[src/fsrs_pkg.sv]
// Constants for the flash software reset sequencer: opcodes, register map,
// reset values and timing.
// Assumes a 250 MHz core clock and 32-bit APB register access.
package fsrs_pkg;

  // Sequencer states, Gray coded along idle -> armed -> recovering
  typedef enum logic [1:0] {
    FSRS_IDLE  = 2'h0,
    FSRS_ARMED = 2'h1,
    FSRS_RECOV = 2'h3
  } fsrs_state_e;

  localparam logic [7:0] OPC_ARM = 8'h66;
  localparam logic [7:0] OPC_EXEC = 8'h99;
  localparam logic [3:0] OP_BITS = 4'h8;
  localparam logic [3:0] QUAD_STEP = 4'h4;
  localparam logic [3:0] SINGLE_STEP = 4'h1;

  // Recovery interval: 30 us at 4 ns per cycle, rounded up
  localparam int RST_TIME_NS = 30000;
  localparam int CLK_PERIOD_NS = 4;
  localparam int RST_WAIT_CYC = (RST_TIME_NS + CLK_PERIOD_NS - 1) / CLK_PERIOD_NS;
  localparam int RCNT_W = 16;

  // Register byte offsets
  localparam logic [11:0] OFS_CTRL = 12'h000;
  localparam logic [11:0] OFS_STAT = 12'h004;
  localparam logic [11:0] OFS_RDPAR = 12'h008;
  localparam logic [11:0] OFS_CRMODE = 12'h00c;
  localparam logic [11:0] OFS_WRAP = 12'h010;
  localparam logic [11:0] OFS_VSTAT = 12'h014;
  localparam logic [11:0] OFS_LAST = 12'h018;

  // Field positions
  localparam int CTRL_QUAD = 0;
  localparam int CTRL_WEL = 1;
  localparam int CTRL_SUS = 2;
  localparam int STAT_ARMED = 0;
  localparam int STAT_RECOV = 1;
  localparam int STAT_REJ_LO = 8;

  // Power-on values of the volatile settings
  localparam logic RST_QUAD = 1'h0;
  localparam logic RST_WEL = 1'h0;
  localparam logic RST_SUS = 1'h0;
  localparam logic [7:0] RST_RDPAR = 8'h00;
  localparam logic [7:0] RST_CRMODE = 8'h00;
  localparam logic [2:0] RST_WRAP = 3'h0;
  localparam logic [7:0] RST_VSTAT = 8'h00;

endpackage : fsrs_pkg

[src/fsrs_opcode_shift.sv]
// Collects the instruction byte of each chip-select frame, one line per edge
// in single-line mode or a nibble per edge in quad-instruction mode.
// Assumes synchronised pins and a serial clock well below core_clk / 6.
`timescale 1ns/1ns
`default_nettype none
module fsrs_opcode_shift
  import fsrs_pkg::*;
(
  input wire logic core_clk,
  input wire logic nrst,
  input wire logic sclk,
  input wire logic cs_n,
  input wire logic [3:0] io,
  input wire logic quad_mode,
  output logic frame_done,
  output logic frame_ok,
  output logic [7:0] frame_code
);

  logic sclk_prev_q;
  logic cs_prev_q;
  logic [3:0] bit_cnt_q;
  logic [7:0] shift_q;

  wire cs_fall = cs_prev_q & ~cs_n;
  wire cs_rise = ~cs_prev_q & cs_n;
  wire sclk_rise = ~sclk_prev_q & sclk & ~cs_n;
  wire room = bit_cnt_q < OP_BITS;
  wire [3:0] step = quad_mode ? QUAD_STEP : SINGLE_STEP;
  wire [7:0] shift_d = quad_mode ? {shift_q[3:0], io} : {shift_q[6:0], io[0]};

  always_ff @(posedge core_clk or negedge nrst) begin
    if (!nrst) begin
      sclk_prev_q <= 1'b0;
      cs_prev_q <= 1'b1;
      bit_cnt_q <= '0;
      shift_q <= '0;
    end else begin
      sclk_prev_q <= sclk;
      cs_prev_q <= cs_n;
      if (cs_fall) begin
        bit_cnt_q <= '0;
      end else if (sclk_rise && room) begin
        bit_cnt_q <= bit_cnt_q + step;
        shift_q <= shift_d;
      end
    end
  end

  always_ff @(posedge core_clk or negedge nrst) begin
    if (!nrst) begin
      frame_done <= 1'b0;
      frame_ok <= 1'b0;
      frame_code <= '0;
    end else begin
      frame_done <= cs_rise;
      frame_ok <= cs_rise && !room;
      if (cs_rise) begin
        frame_code <= shift_q;
      end
    end
  end

endmodule : fsrs_opcode_shift
`default_nettype wire

[src/fsrs_pin_sync.sv]
// Three-stage synchroniser for pins arriving from outside the core clock.
// The clean level moves only when stages two and three agree.
`timescale 1ns/1ns
`default_nettype none
module fsrs_pin_sync #(
  parameter int WIDTH = 1,
  parameter logic [WIDTH-1:0] INIT = '0
) (
  input wire logic core_clk,
  input wire logic nrst,
  input wire logic [WIDTH-1:0] pin_in,
  output logic [WIDTH-1:0] clean
);

  logic [WIDTH-1:0] s1_q;
  logic [WIDTH-1:0] s2_q;
  logic [WIDTH-1:0] s3_q;

  genvar gi;
  generate
    for (gi = 0; gi < WIDTH; gi++) begin : g_bit
      always_ff @(posedge core_clk or negedge nrst) begin
        if (!nrst) begin
          s1_q[gi] <= INIT[gi];
          s2_q[gi] <= INIT[gi];
          s3_q[gi] <= INIT[gi];
          clean[gi] <= INIT[gi];
        end else begin
          s1_q[gi] <= pin_in[gi];
          s2_q[gi] <= s1_q[gi];
          s3_q[gi] <= s2_q[gi];
          if (s2_q[gi] == s3_q[gi]) begin
            clean[gi] <= s3_q[gi];
          end
        end
      end
    end
  endgenerate

endmodule : fsrs_pin_sync
`default_nettype wire

[src/fsrs_top.sv]
// Software reset sequencer of the serial flash command port, with the
// volatile settings it restores and an APB register window onto them.
// Assumes serial pins asynchronous to core_clk and an APB master on core_clk.
//
// Our own choices: the register offsets and the APB interface to the registers.
`timescale 1ns/1ns
`default_nettype none
module fsrs_top
  import fsrs_pkg::*;
#(
  parameter int RST_CYCLES = RST_WAIT_CYC
) (
  input wire logic core_clk,
  input wire logic nrst,
  input wire logic psel,
  input wire logic penable,
  input wire logic pwrite,
  input wire logic [11:0] paddr,
  input wire logic [31:0] pwdata,
  output logic [31:0] prdata,
  output logic pready,
  output logic pslverr,
  input wire logic spi_sclk,
  input wire logic spi_cs_n,
  input wire logic [3:0] spi_io,
  output logic abort_ops,
  output logic reset_busy,
  output logic cmd_strobe,
  output logic [7:0] cmd_code,
  output logic quad_instruction_mode
);

  fsrs_state_e st_q;
  fsrs_state_e st_d;
  logic [RCNT_W-1:0] rcnt_q;
  logic write_enable_latch;
  logic suspend_status_flag;
  logic [7:0] read_parameter_field;
  logic [7:0] continuous_read_mode_field;
  logic [2:0] wrap_setting_field;
  logic [7:0] vstat_q;
  logic [7:0] reject_cnt_q;
  logic [31:0] prdata_q;
  logic sclk_c;
  logic cs_n_c;
  logic [3:0] io_c;
  logic frame_done;
  logic frame_ok;
  logic [7:0] frame_code;

  fsrs_pin_sync #(
    .WIDTH(6),
    .INIT(6'h02)
  ) u_sync (
    .core_clk(core_clk),
    .nrst(nrst),
    .pin_in({spi_io, spi_cs_n, spi_sclk}),
    .clean({io_c, cs_n_c, sclk_c})
  );

  fsrs_opcode_shift u_shift (
    .core_clk(core_clk),
    .nrst(nrst),
    .sclk(sclk_c),
    .cs_n(cs_n_c),
    .io(io_c),
    .quad_mode(quad_instruction_mode),
    .frame_done(frame_done),
    .frame_ok(frame_ok),
    .frame_code(frame_code)
  );

  // Command classification; short frames carry no instruction and are ignored
  wire recovering = st_q == FSRS_RECOV;
  wire armed = st_q == FSRS_ARMED;
  wire cmd_in = frame_done & frame_ok;
  wire cmd_rejected = cmd_in & recovering;
  wire cmd_live = cmd_in & ~recovering;
  wire is_arm = frame_code == OPC_ARM;
  wire is_exec = frame_code == OPC_EXEC;
  wire accept_rst = cmd_live & armed & is_exec;
  wire rcnt_zero = rcnt_q == '0;
  wire [RCNT_W-1:0] rcnt_load = RCNT_W'(RST_CYCLES - 1);

  always_comb begin
    st_d = st_q;
    unique case (st_q)
      FSRS_IDLE: begin
        if (cmd_live && is_arm) begin
          st_d = FSRS_ARMED;
        end
      end
      FSRS_ARMED: begin
        if (cmd_live) begin
          if (is_exec) begin
            st_d = FSRS_RECOV;
          end else if (!is_arm) begin
            st_d = FSRS_IDLE;
          end
        end
      end
      FSRS_RECOV: begin
        if (rcnt_zero) begin
          st_d = FSRS_IDLE;
        end
      end
      default: begin
        st_d = FSRS_IDLE;
      end
    endcase
  end

  always_ff @(posedge core_clk or negedge nrst) begin
    if (!nrst) begin
      st_q <= FSRS_IDLE;
      rcnt_q <= '0;
    end else begin
      st_q <= st_d;
      if (accept_rst) begin
        rcnt_q <= rcnt_load;
      end else if (recovering && !rcnt_zero) begin
        rcnt_q <= rcnt_q - 1'b1;
      end
    end
  end

  // Forward non-reset commands to the rest of the device; reject while recovering
  always_ff @(posedge core_clk or negedge nrst) begin
    if (!nrst) begin
      abort_ops <= 1'b0;
      cmd_strobe <= 1'b0;
      cmd_code <= '0;
      reject_cnt_q <= '0;
    end else begin
      abort_ops <= accept_rst;
      cmd_strobe <= cmd_live & ~is_arm & ~is_exec;
      if (cmd_live && !is_arm && !is_exec) begin
        cmd_code <= frame_code;
      end
      if (cmd_rejected && reject_cnt_q != 8'hff) begin
        reject_cnt_q <= reject_cnt_q + 8'h01;
      end
    end
  end

  assign reset_busy = recovering;

  // APB decode; zero wait states, read data captured in the setup cycle
  wire sel_ctrl = paddr == OFS_CTRL;
  wire sel_stat = paddr == OFS_STAT;
  wire sel_rdpar = paddr == OFS_RDPAR;
  wire sel_crmode = paddr == OFS_CRMODE;
  wire sel_wrap = paddr == OFS_WRAP;
  wire sel_vstat = paddr == OFS_VSTAT;
  wire sel_last = paddr == OFS_LAST;
  wire mapped = sel_ctrl | sel_stat | sel_rdpar | sel_crmode | sel_wrap | sel_vstat | sel_last;
  wire wr_ok = psel & penable & pwrite & mapped;
  wire [31:0] ctrl_word = {29'h0, suspend_status_flag, write_enable_latch,
                           quad_instruction_mode};
  wire [31:0] stat_word = {16'h0, reject_cnt_q, 6'h0, recovering, armed};
  wire [31:0] rd_word =
      sel_ctrl ? ctrl_word :
      sel_stat ? stat_word :
      sel_rdpar ? {24'h0, read_parameter_field} :
      sel_crmode ? {24'h0, continuous_read_mode_field} :
      sel_wrap ? {29'h0, wrap_setting_field} :
      sel_vstat ? {24'h0, vstat_q} :
      sel_last ? {24'h0, cmd_code} : 32'h0;

  assign pready = psel & penable;
  assign pslverr = psel & penable & ~mapped;
  assign prdata = prdata_q;

  always_ff @(posedge core_clk or negedge nrst) begin
    if (!nrst) begin
      prdata_q <= '0;
    end else if (psel && !penable && !pwrite) begin
      prdata_q <= rd_word;
    end
  end

  // Volatile settings; an accepted reset beats a software write in the same cycle
  always_ff @(posedge core_clk or negedge nrst) begin
    if (!nrst) begin
      quad_instruction_mode <= RST_QUAD;
      write_enable_latch <= RST_WEL;
      suspend_status_flag <= RST_SUS;
    end else if (accept_rst) begin
      quad_instruction_mode <= RST_QUAD;
      write_enable_latch <= RST_WEL;
      suspend_status_flag <= RST_SUS;
    end else if (wr_ok && sel_ctrl) begin
      quad_instruction_mode <= pwdata[CTRL_QUAD];
      write_enable_latch <= pwdata[CTRL_WEL];
      suspend_status_flag <= pwdata[CTRL_SUS];
    end
  end

  always_ff @(posedge core_clk or negedge nrst) begin
    if (!nrst) begin
      read_parameter_field <= RST_RDPAR;
      continuous_read_mode_field <= RST_CRMODE;
      wrap_setting_field <= RST_WRAP;
      vstat_q <= RST_VSTAT;
    end else if (accept_rst) begin
      read_parameter_field <= RST_RDPAR;
      continuous_read_mode_field <= RST_CRMODE;
      wrap_setting_field <= RST_WRAP;
      vstat_q <= RST_VSTAT;
    end else if (wr_ok) begin
      if (sel_rdpar) begin
        read_parameter_field <= pwdata[7:0];
      end
      if (sel_crmode) begin
        continuous_read_mode_field <= pwdata[7:0];
      end
      if (sel_wrap) begin
        wrap_setting_field <= pwdata[2:0];
      end
      if (sel_vstat) begin
        vstat_q <= pwdata[7:0];
      end
    end
  end

  // Helper for the interval check: cycles spent recovering so far
  logic [RCNT_W-1:0] hold_cnt_q;
  always_ff @(posedge core_clk or negedge nrst) begin
    if (!nrst) begin
      hold_cnt_q <= '0;
    end else if (recovering) begin
      hold_cnt_q <= hold_cnt_q + 1'b1;
    end else begin
      hold_cnt_q <= '0;
    end
  end

  abort_pulse_a : assert property (
    @(posedge core_clk) disable iff (!nrst)
    accept_rst |=> abort_ops && reset_busy ##1 !abort_ops)
    else $error("abort pulse missing after accepted reset");

  volatile_clear_a : assert property (
    @(posedge core_clk) disable iff (!nrst)
    $rose(abort_ops) |-> !write_enable_latch && !suspend_status_flag &&
      !quad_instruction_mode && read_parameter_field == RST_RDPAR &&
      continuous_read_mode_field == RST_CRMODE && wrap_setting_field == RST_WRAP &&
      vstat_q == RST_VSTAT)
    else $error("volatile settings not restored");

  arm_decode_a : assert property (
    @(posedge core_clk) disable iff (!nrst)
    (cmd_in && !recovering && frame_code == OPC_ARM) |=> armed)
    else $error("arm instruction not decoded");

  exec_order_a : assert property (
    @(posedge core_clk) disable iff (!nrst)
    $rose(reset_busy) |-> $past(st_q) == FSRS_ARMED && $past(frame_code) == 8'h99 &&
      $past(frame_done))
    else $error("reset without arm then exec");

  disarm_other_a : assert property (
    @(posedge core_clk) disable iff (!nrst)
    (cmd_live && frame_code != 8'h66 && frame_code != 8'h99) |=> !armed && !reset_busy)
    else $error("still armed after other command");

  recov_length_a : assert property (
    @(posedge core_clk) disable iff (!nrst)
    $fell(reset_busy) |-> $past(hold_cnt_q) == RST_CYCLES - 1)
    else $error("recovery interval wrong length");

  recov_reject_a : assert property (
    @(posedge core_clk) disable iff (!nrst)
    cmd_rejected |=> !cmd_strobe && !abort_ops && !armed)
    else $error("command accepted during recovery");

  // Counter is left alone by the software reset so lost commands stay visible
  reject_count_a : assert property (
    @(posedge core_clk) disable iff (!nrst)
    (cmd_rejected && reject_cnt_q != 8'hff) |=> reject_cnt_q == $past(reject_cnt_q) + 8'h01)
    else $error("rejected command not counted");

  rearm_needed_a : assert property (
    @(posedge core_clk) disable iff (!nrst)
    $fell(reset_busy) |-> !armed ##1 (!armed || $past(cmd_live && is_arm)))
    else $error("armed state survived reset");

endmodule : fsrs_top
`default_nettype wire

[config.mk]
export PLATFORM = sky130hd
export DESIGN_NAME = fsrs_top
export DESIGN_NICKNAME = d
export VERILOG_FILES = /design/src/fsrs_pkg.sv /design/src/fsrs_opcode_shift.sv /design/src/fsrs_pin_sync.sv /design/src/fsrs_top.sv
export SDC_FILE = /design/constraint.sdc
export NUM_CORES = 1
export LEC_CHECK = 0
export ABC_AREA = 1
export BUFFER_PORTS_ARGS = -buffer_cell sky130_fd_sc_hd__buf_2
export CAP_MARGIN = 20
export CORE_MARGIN = 2
export CORE_UTILIZATION = 50
export CTS_BUF_LIST = sky130_fd_sc_hd__clkbuf_16
export CTS_CLUSTER_DIAMETER = 150
export DETAILED_ROUTE_END_ITERATION = 12
export PLACE_DENSITY = 0.77
export SYNTH_ARGS = -nofsm -noshare
export SYNTH_HDL_FRONTEND = slang
export SYNTH_SLANG_ARGS = --single-unit
[constraint.sdc]
create_clock -name core_clk -period 2.3 [get_ports core_clk]
set_clock_uncertainty 0.2 [all_clocks]
set_input_delay 0.23 -clock core_clk [delete_from_list [all_inputs] [get_ports core_clk]]
set_output_delay 0.23 -clock core_clk [all_outputs]
set_load 0.005 [all_outputs]
==> results by group, run 1 <==
Power
  • P per Cell Area: 798 nW/um^2
  • Leak: 3.97 nW
  • Worst vdd ir: 0.572 mV
  • Total power: 5.83 mW

Yosys
  • Post-synthesis mux area share: 0%
  • Synth Area per Inst: 8.51 um^2
  • Synth cell types: 42
  • Mapped Cells: 709
  • Xor and xnor area share after synthesis: 1.31%
  • Syn. warnings: 0
  • Yosys reg bits: 130
  • Async SR Flop Fraction: 100%
  • Register area share after synthesis: 54.0%
  • Post-synth EDFFs: 0
  • Largest family of logic cells by synthesized area: simple AND/OR/NAND/NOR gates
  • Top_reg_cell synth: dfrtp_1
  • Mapped Area: 6030 um^2
  • Complex-gate fraction of the synthesized area: 7.76%
  • Synthesized-area fraction occupied by and/or/nand/nor cells: 26.4%
  • Synth Area in Adders: 2.03%

Worst setup path
  • Arr. time, crit path: 2090 ps
  • R2R Path Start: rcnt_q[0]$_DFFE_PN0P_
  • Critical Path End Type: flop
  • R2R cell count: 11
  • RR Endpoint: rcnt_q[10]$_DFFE_PN0P_
  • CP Max Fanout: 9
  • R2R Setup Slk: 280 ps
  • CP required: 2370 ps
  • Crit Path Class: reg -> reg
  • Startpoint Class: flop

Floorplanning
  • Die area: 13000 um^2
  • Die Ht: 114 um
  • Site Rows: 40
  • Initial Utilization: 50.7%
  • # IOs: 101
  • DIE WIDTH: 114 um
  • Core Footprint: 11900 um^2

STA
  • Hold WS: 48.2 ps
  • Final WS setup: 283 ps
  • Max Slew Vio Count: 0
  • Relative slew slack: 62.5%
  • Setup violations, final: 0
  • RSZ-0062 raised after global routing: false
  • Part of the cycle the worst path needs: 87.7%
  • Worst-Margin Slew: 560 ps
  • Fin. Hold Viols: 0
  • Setup TNS: 0 ps
  • Fmax: 496 MHz
  • Final min period: 2020 ps

Finish
  • N_diodes: 0
  • Most frequent cells in the layout: nand2_1 (203), dfrtp_1 (125), inv_1 (72)
  • Nets@finish: 861
  • Final Cell Area: 7310 um^2
  • Synthesis-to-layout area growth: 21.1%
  • Final std cells w/o fill: 961
  • Core Util, Final: 61.4%
  • Commonest non-fill, non-tap cell in the layout: nand2_1
  • Layout cell share with drive strength beyond 1: 16.3%

Run
  • MaxCap Viol Count: 0

Run status
  • Status: finished, final reports clean

Clock tree
  • Clk_lat worst skew: 420 ps
  • H-tree depth: 4
  • Inserted Clock Buffers: 17
  • CTS Root Cell: clkbuf_16
  • CTS tree: done
  • Post CTS Setup Buffer Count: 0
  • Clk sinks: 130
  • Clock Tree Buf Depth: 2
  • Clk slew on worst S/H paths: 60 ps

Placement
  • Port bufs: 60
  • Placement Cell Area: 6500 um^2
  • Post-DP HPWL: 8650 um
  • Placer Congestion: 0.900
  • Placed insts: 914
  • Worst slack, placed: 244 ps

Global route
  • Initial antenna violation count: 0
  • Largest net degree at the start of global routing: 47
  • First-pass GRT wire length: 20800 um
  • Vias in the first global route: 4500
  • Total grt overflow: 0
  • Aggregate global-route resource usage: 20.3%

Detailed routing
  • Initial DRC count: 326
  • Via Count: 4850
  • ANT nets after route: 0
  • Total wire length: 12400 um
  • DRC violations left: 0
  • Pre-antenna DRT Iters: 6
  • Vias per inst: 5.05
  • Wire per inst: 12.9 um

Worst hold path
  • Hold Path Sink: prdata[13]$_DFFE_PN0P_
  • Worst Hold Class: in -> reg
  • Min-Delay Startpoint: paddr[5]
  • Hold path depth: 4
[power breakdown]
| part | internal [mW] | leakage (nW) | total [mW] | switching, mW |
|---|---|---|---|---|
| Clock | 2.02 | 0.324 | 3.00 | 0.971 |
| Combinational | 0.128 | 1.90 | 0.355 | 0.227 |
| Sequential | 2.42 | 1.74 | 2.48 | 0.0668 |
[logic make-up (layout without fill, tap and decap cells)]
family                     count (synthesis)  after routing
buffers and inverters                    112            202
xor gates and xnor gates                   9              9
adders and majority gates                 11             11
AOI/OAI and AO/OA                         81             81
DFF                                      130            130
and+or+nand+nor                          365            365
other                                      1             16
[state kept, by name, summed over array words and instances (netlist names), 2 cells and up]
register,cells
st_q,2
rcnt_q,16
u_sync.s2_q,6
vstat_q,8
u_sync.clean,6
wrap_setting_field,3
u_shift.shift_q,8
u_sync.s1_q,6
u_shift.frame_code,8
u_shift.bit_cnt_q,4
read_parameter_field,8
reject_cnt_q,8
continuous_read_mode_field,8
u_sync.s3_q,6
prdata,16
cmd_code,8
[synth_stat cells, drive strengths merged (3+ instances only)]
library cell	number	area, um^2
nand3	53	265
a21oi	13	65.1
dfstp	5	131
o21ai	43	219
nand4	20	125
nand2	210	821
buf	21	158
ha	5	62.6
maj3	6	60.1
dfrtp	125	3130
clkinv	4	18.8
o31ai	4	30.0
o211ai	13	97.6
clkbuf	6	22.5
xor2	7	61.3
nor2	59	244
nor3	15	86.3
inv	81	307
or2	3	18.8
[layout make-up]
class / count / area [um^2]
fillers: 979 / 4600
flip-flops and latches: 130 / 3260
multi-input cells: 482 / 2320
repair buffers: 85 / 553
clock buffers: 17 / 425
inverters: 85 / 325
clock inverters: 15 / 236
well taps: 147 / 184
[how the worst max path moves through the flow]
stage                                           start                                   endpoint  depth (start not counted)
finish                          rcnt_q[0]$_DFFE_PN0P_                     rcnt_q[10]$_DFFE_PN0P_                         11
global route                    rcnt_q[0]$_DFFE_PN0P_                      rcnt_q[9]$_DFFE_PN0P_                         11
CTS                 u_shift.frame_code[6]$_DFFE_PN0P_  continuous_read_mode_field[2]$_DFFE_PN0P_                          9
detailed placement                           paddr[7]        read_parameter_field[4]$_DFFE_PN0P_                         12
global placement                            paddr[11]        read_parameter_field[4]$_DFFE_PN0P_                         12
floorplan           u_shift.frame_code[6]$_DFFE_PN0P_                     vstat_q[5]$_DFFE_PN0P_                         10
[worst max-delay path: stages (launching register included)]
cell and delay, ps:
dfrtp_1 360, inv_1 110, ha_1 230, nand2_1 110
nor2_1 110, nand2_1 70, nand2_2 150, nor2_1 90
nand2_1 160, nor2_1 70, a21oi_1 110, o21ai_0 110
[metal layers]
layer  part of all wire [%]  vias up  track usage (%)
met5                      0        -                0
met4                    1.1        0             7.40
met3                    4.7        8             5.42
met2                     49      121             33.5
met1                     46     2269             26.0
li1                       -     2452                -
[timing repair]
item | CTS | global route
resized for setup | 0 | 0
hold endpoints to repair | 158 | 0
hold buffers | 15 | 0
endpoints found under the setup margin | 0 | 0
(Power assumes the default switching activity.)
==> run 2, diff against run 1 <==
REMOVE_ABC_BUFFERS = 1   (was not set)
==> results by group, run 2 (same netlist as run 1, synthesis figures left out) <==
Finish
  • Final std cells w/o fill: 961
  • Commonest non-fill, non-tap cell in the layout: nand2_1
  • Layout cell share with drive strength beyond 1: 15.8%
  • Synthesis-to-layout area growth: 18.4%
  • N_diodes: 0
  • Nets@finish: 863
  • Most frequent cells in the layout: nand2_1 (203), dfrtp_1 (125), inv_1 (76)
  • # fillers: 1028
  • Core Util, Final: 60.0%

Global route
  • Aggregate global-route resource usage: 20.5%
  • Largest net degree at the start of global routing: 48
  • Vias in the first global route: 4525
  • First-pass GRT wire length: 20700 um
  • Total grt overflow: 0
  • Initial antenna violation count: 0

Worst setup path
  • Crit Path Class: reg -> reg
  • Startpoint Class: flop
  • Critical Path End Type: flop
  • CP required: 2380 ps
  • CP Max Fanout: 9
  • Arr. time, crit path: 2130 ps

STA
  • Setup violations, final: 0
  • Worst-Margin Slew: 576 ps
  • Fmax: 489 MHz
  • RSZ-0062 raised after global routing: false
  • Max Slew Vio Count: 0
  • Setup TNS: 0 ps
  • Part of the cycle the worst path needs: 88.9%
  • Fin. Hold Viols: 0
  • Relative slew slack: 61.5%
  • Final min period: 2040 ps

Clock tree
  • Clock Tree Buf Depth: 2
  • CTS Root Cell: clkbuf_16
  • Post CTS Setup Buffer Count: 0
  • Clk slew on worst S/H paths: 50 ps
  • CTS Hold Buffers Added: 15
  • Clk_lat worst skew: 410 ps
  • Inserted Clock Buffers: 17
  • CTS tree: done
  • CTS resizes: 0
  • H-tree depth: 4
  • Clk sinks: 130

Detailed routing
  • Wire per inst: 12.8 um
  • Vias per inst: 5.12
  • DRC violations left: 0
  • Total wire length: 12300 um
  • Via Count: 4920
  • Pre-antenna DRT Iters: 4
  • Initial DRC count: 397
  • ANT nets after route: 0

Placement
  • Placed insts: 916
  • Post-DP HPWL: 8490 um
  • Placer Congestion: 0.891
  • Port bufs: 60

Floorplanning
  • Site Rows: 40
  • Core Footprint: 11900 um^2
  • Die Ht: 114 um
  • Initial Utilization: 50.7%
  • Die area: 13000 um^2
  • # IOs: 101
  • DIE WIDTH: 114 um

Worst hold path
  • Worst Hold Class: in -> reg

Power
  • Total power: 5.05 mW
  • Leak: 3.90 nW
  • P per Cell Area: 706 nW/um^2
  • Worst vdd ir: 0.574 mV

Run
  • MaxCap Viol Count: 0

Run status
  • Status: finished, final reports clean
run 2: cell types whose count changed in the layout (fill, tap and decap cells not counted), sizes merged:
cell      previous run  this run
buf                 70        72
inv                 83        85
bufinv               6         0
clkinvlp             0         1
clkinv              11        12
run 2: final cells by class:
type                            instances  area [um^2]  area share, %
Clock buffer                           17          425           5.95
Clock inverter                         13         58.8          0.823
Inverter                               85          325           4.55
Multi-Input combinational cell        482         2320           32.5
Sequential cell                       130         3260           45.6
Tap cell                              147          184           2.57
Timing Repair Buffer                   87          568           7.95
run 2: stage by stage:
step / instance area [um^2] / worst slack [ps] / hold WS [ps]
finish: 7150 / 256 / 66.5
global route: 7150 / 43.2 / 65.7
CTS: 7150 / 279 / 38.0
detailed placement: 6510 / 286 / 52.5
global placement: 6510 / 319 / 47.4
floorplan: 5910 / 274 / -266
run 2: power by group:
| group | internal, mW | total (mW) | switching (mW) |
|---|---|---|---|
| sequential | 2.42 | 2.48 | 0.0668 |
| combinational | 0.126 | 0.355 | 0.229 |
| clock | 1.32 | 2.21 | 0.890 |
run 2: layer usage:
metal	share of wire (%)	GRT usage (%)
met5	0	0
met4	1.8	9.67
met3	4.9	5.58
met2	48	32.9
met1	45	25.9
run 2: critical path, cell delays in order (launching register included):
cell	delay [ps]
dfrtp_1	370
inv_1	50
ha_1	220
nand2_1	140
nor2_1	60
nand2_1	70
nand2_2	120
nor2_1	230
nand2_1	160
o31ai_1	220
nand2_1	80
run 2: final timing paths:
path / cells after the start / end / start / slack (ps)
worst max register to register: 10 / rcnt_q[8]$_DFFE_PN0P_ / rcnt_q[1]$_DFFE_PN0P_ / 260
worst min-delay path: 4 / prdata[12]$_DFFE_PN0P_ / paddr[6] / 70
max in group asynchronous: 3 / vstat_q[5]$_DFFE_PN0P_ / nrst / 1070
min in group asynchronous: 2 / u_sync.s1_q[2]$_DFF_PN0_ / nrst / 150
worst max-delay path: 10 / rcnt_q[8]$_DFFE_PN0P_ / rcnt_q[1]$_DFFE_PN0P_ / 260
worst min register to register: 0 / u_sync.s2_q[0]$_DFF_PN0_ / u_sync.s1_q[0]$_DFF_PN0_ / 140
==> run 3, diff against run 2 <==
clock period = 2.5 ns   (was 2.3 ns; I/O delays follow)
==> results by group, run 3 (same netlist as run 1, synthesis figures left out) <==
STA
  • Setup TNS: 0 ps
  • Max Slew Vio Count: 0
  • Setup violations, final: 0
  • Part of the cycle the worst path needs: 81.2%
  • Final min period: 2030 ps
  • Fin. Hold Viols: 0
  • Relative slew slack: 61.6%
  • RSZ-0062 raised after global routing: false
  • Worst-Margin Slew: 575 ps
  • Fmax: 493 MHz

Finish
  • Synthesis-to-layout area growth: 21.4%
  • Final Cell Area: 7330 um^2
  • Most frequent cells in the layout: nand2_1 (203), dfrtp_1 (125), inv_1 (73)
  • # fillers: 1020
  • N_diodes: 0
  • Layout cell share with drive strength beyond 1: 16.0%
  • Commonest non-fill, non-tap cell in the layout: nand2_1
  • Nets@finish: 861

Placement
  • Post-DP HPWL: 8550 um
  • Placer Congestion: 0.912
  • Port bufs: 60
  • Placement Cell Area: 6480 um^2

Worst hold path
  • Hold path depth: 4
  • Worst Hold Class: in -> reg
  • Hold Path Sink: prdata[12]$_DFFE_PN0P_
  • Min-Delay Startpoint: paddr[5]

Worst setup path
  • Startpoint Class: flop
  • CP required: 2600 ps
  • R2R cell count: 9
  • Critical Path End Type: flop
  • R2R Path Start: u_shift.frame_code[6]$_DFFE_PN0P_
  • CP Max Fanout: 46
  • R2R Setup Slk: 470 ps
  • RR Endpoint: wrap_setting_field[2]$_DFFE_PN0P_
  • Crit Path Class: reg -> reg
  • Arr. time, crit path: 2130 ps

Floorplanning
  • # IOs: 101
  • Site Rows: 40
  • Die area: 13000 um^2
  • Die Ht: 114 um
  • Initial Utilization: 50.7%
  • DIE WIDTH: 114 um
  • Core Footprint: 11900 um^2

Detailed routing
  • Initial DRC count: 367
  • Pre-antenna DRT Iters: 5
  • Total wire length: 12400 um
  • Via Count: 4873
  • DRC violations left: 0
  • ANT nets after route: 0
  • Wire per inst: 12.9 um
  • Vias per inst: 5.07

Clock tree
  • Inserted Clock Buffers: 17
  • Clk sinks: 130
  • Post CTS Setup Buffer Count: 0
  • Clock Tree Buf Depth: 2
  • CTS Hold Buffers Added: 15
  • CTS tree: done
  • CTS resizes: 0
  • H-tree depth: 4
  • CTS Root Cell: clkbuf_16
  • Clk_lat worst skew: 410 ps
  • Clk slew on worst S/H paths: 60 ps

Run
  • MaxCap Viol Count: 0

Global route
  • First-pass GRT wire length: 20900 um
  • Aggregate global-route resource usage: 20.5%
  • Largest net degree at the start of global routing: 57
  • Total grt overflow: 0
  • Vias in the first global route: 4510
  • Initial antenna violation count: 0

Power
  • P per Cell Area: 752 nW/um^2
  • Leak: 3.98 nW
  • Worst vdd ir: 0.853 mV

Run status
  • Status: finished, final reports clean
-- run 3: worst max path at each step --
| stage | startpoint | to | slack, ps | depth (start not counted) |
|---|---|---|---|---|
| finish | u_shift.frame_code[6]$_DFFE_PN0P_ | wrap_setting_field[2]$_DFFE_PN0P_ | 470 | 9 |
| global route | rcnt_q[0]$_DFFE_PN0P_ | rcnt_q[8]$_DFFE_PN0P_ | 260 | 10 |
| global placement | paddr[11] | vstat_q[3]$_DFFE_PN0P_ | 280 | 11 |
| detailed placement | paddr[11] | read_parameter_field[4]$_DFFE_PN0P_ | 260 | 11 |
| floorplan | penable | prdata[12]$_DFFE_PN0P_ | 450 | 3 |
| CTS | rcnt_q[1]$_DFFE_PN0P_ | rcnt_q[8]$_DFFE_PN0P_ | 480 | 10 |
-- run 3: through the flow --
stage | power [mW] | std cells | setup slack, ps | utilization [%] | hold WS (ps)
2_1_floorplan | 2.48 | 697 | 454 | - | -246
3_3_place_gp | 2.61 | 914 | 284 | 54.4 | 53.3
3_5_place_dp | 2.63 | 914 | 261 | 54.4 | 56.7
4_1_cts | 5.56 | 961 | 476 | 61.5 | 38.1
5_1_grt | 5.71 | 961 | 262 | 61.5 | 66.2
6_report | 5.51 | 961 | 471 | 61.5 | 60.3
-- run 3: final cells by class --
cell class / count / area [um^2] / share of cell area [%]
Tap cell: 147 / 184 / 2.51
Inverter: 85 / 325 / 4.44
Multi-Input combinational cell: 482 / 2320 / 31.7
Clock inverter: 15 / 268 / 3.65
Sequential cell: 130 / 3260 / 44.5
Timing Repair Buffer: 85 / 541 / 7.38
Clock buffer: 17 / 425 / 5.81
-- run 3: metal layers --
layer  vias to the layer above  wire length, um  GRT usage [%]
met5                         -                0              0
met4                         0              106           6.50
met3                         8              609           5.95
met2                       119             6030           33.7
met1                      2296             5640           26.5
li1                       2450                -              -
-- run 3: worst max-delay path, cell delays in order, from the launching register on --
cell and delay (ps):
dfrtp_1 380, inv_2 80, nand4_1 140, or2_1 330, nor3_4 200, inv_4 200, nand2_1 110, inv_1 110
nand2_1 100, nand2_1 60
-- run 3: report_power, final --
group          internal, mW  switching (mW)  total [mW]
registers              2.22          0.0628        2.29
logic                 0.115           0.211       0.326
clock network          2.05           0.851        2.90
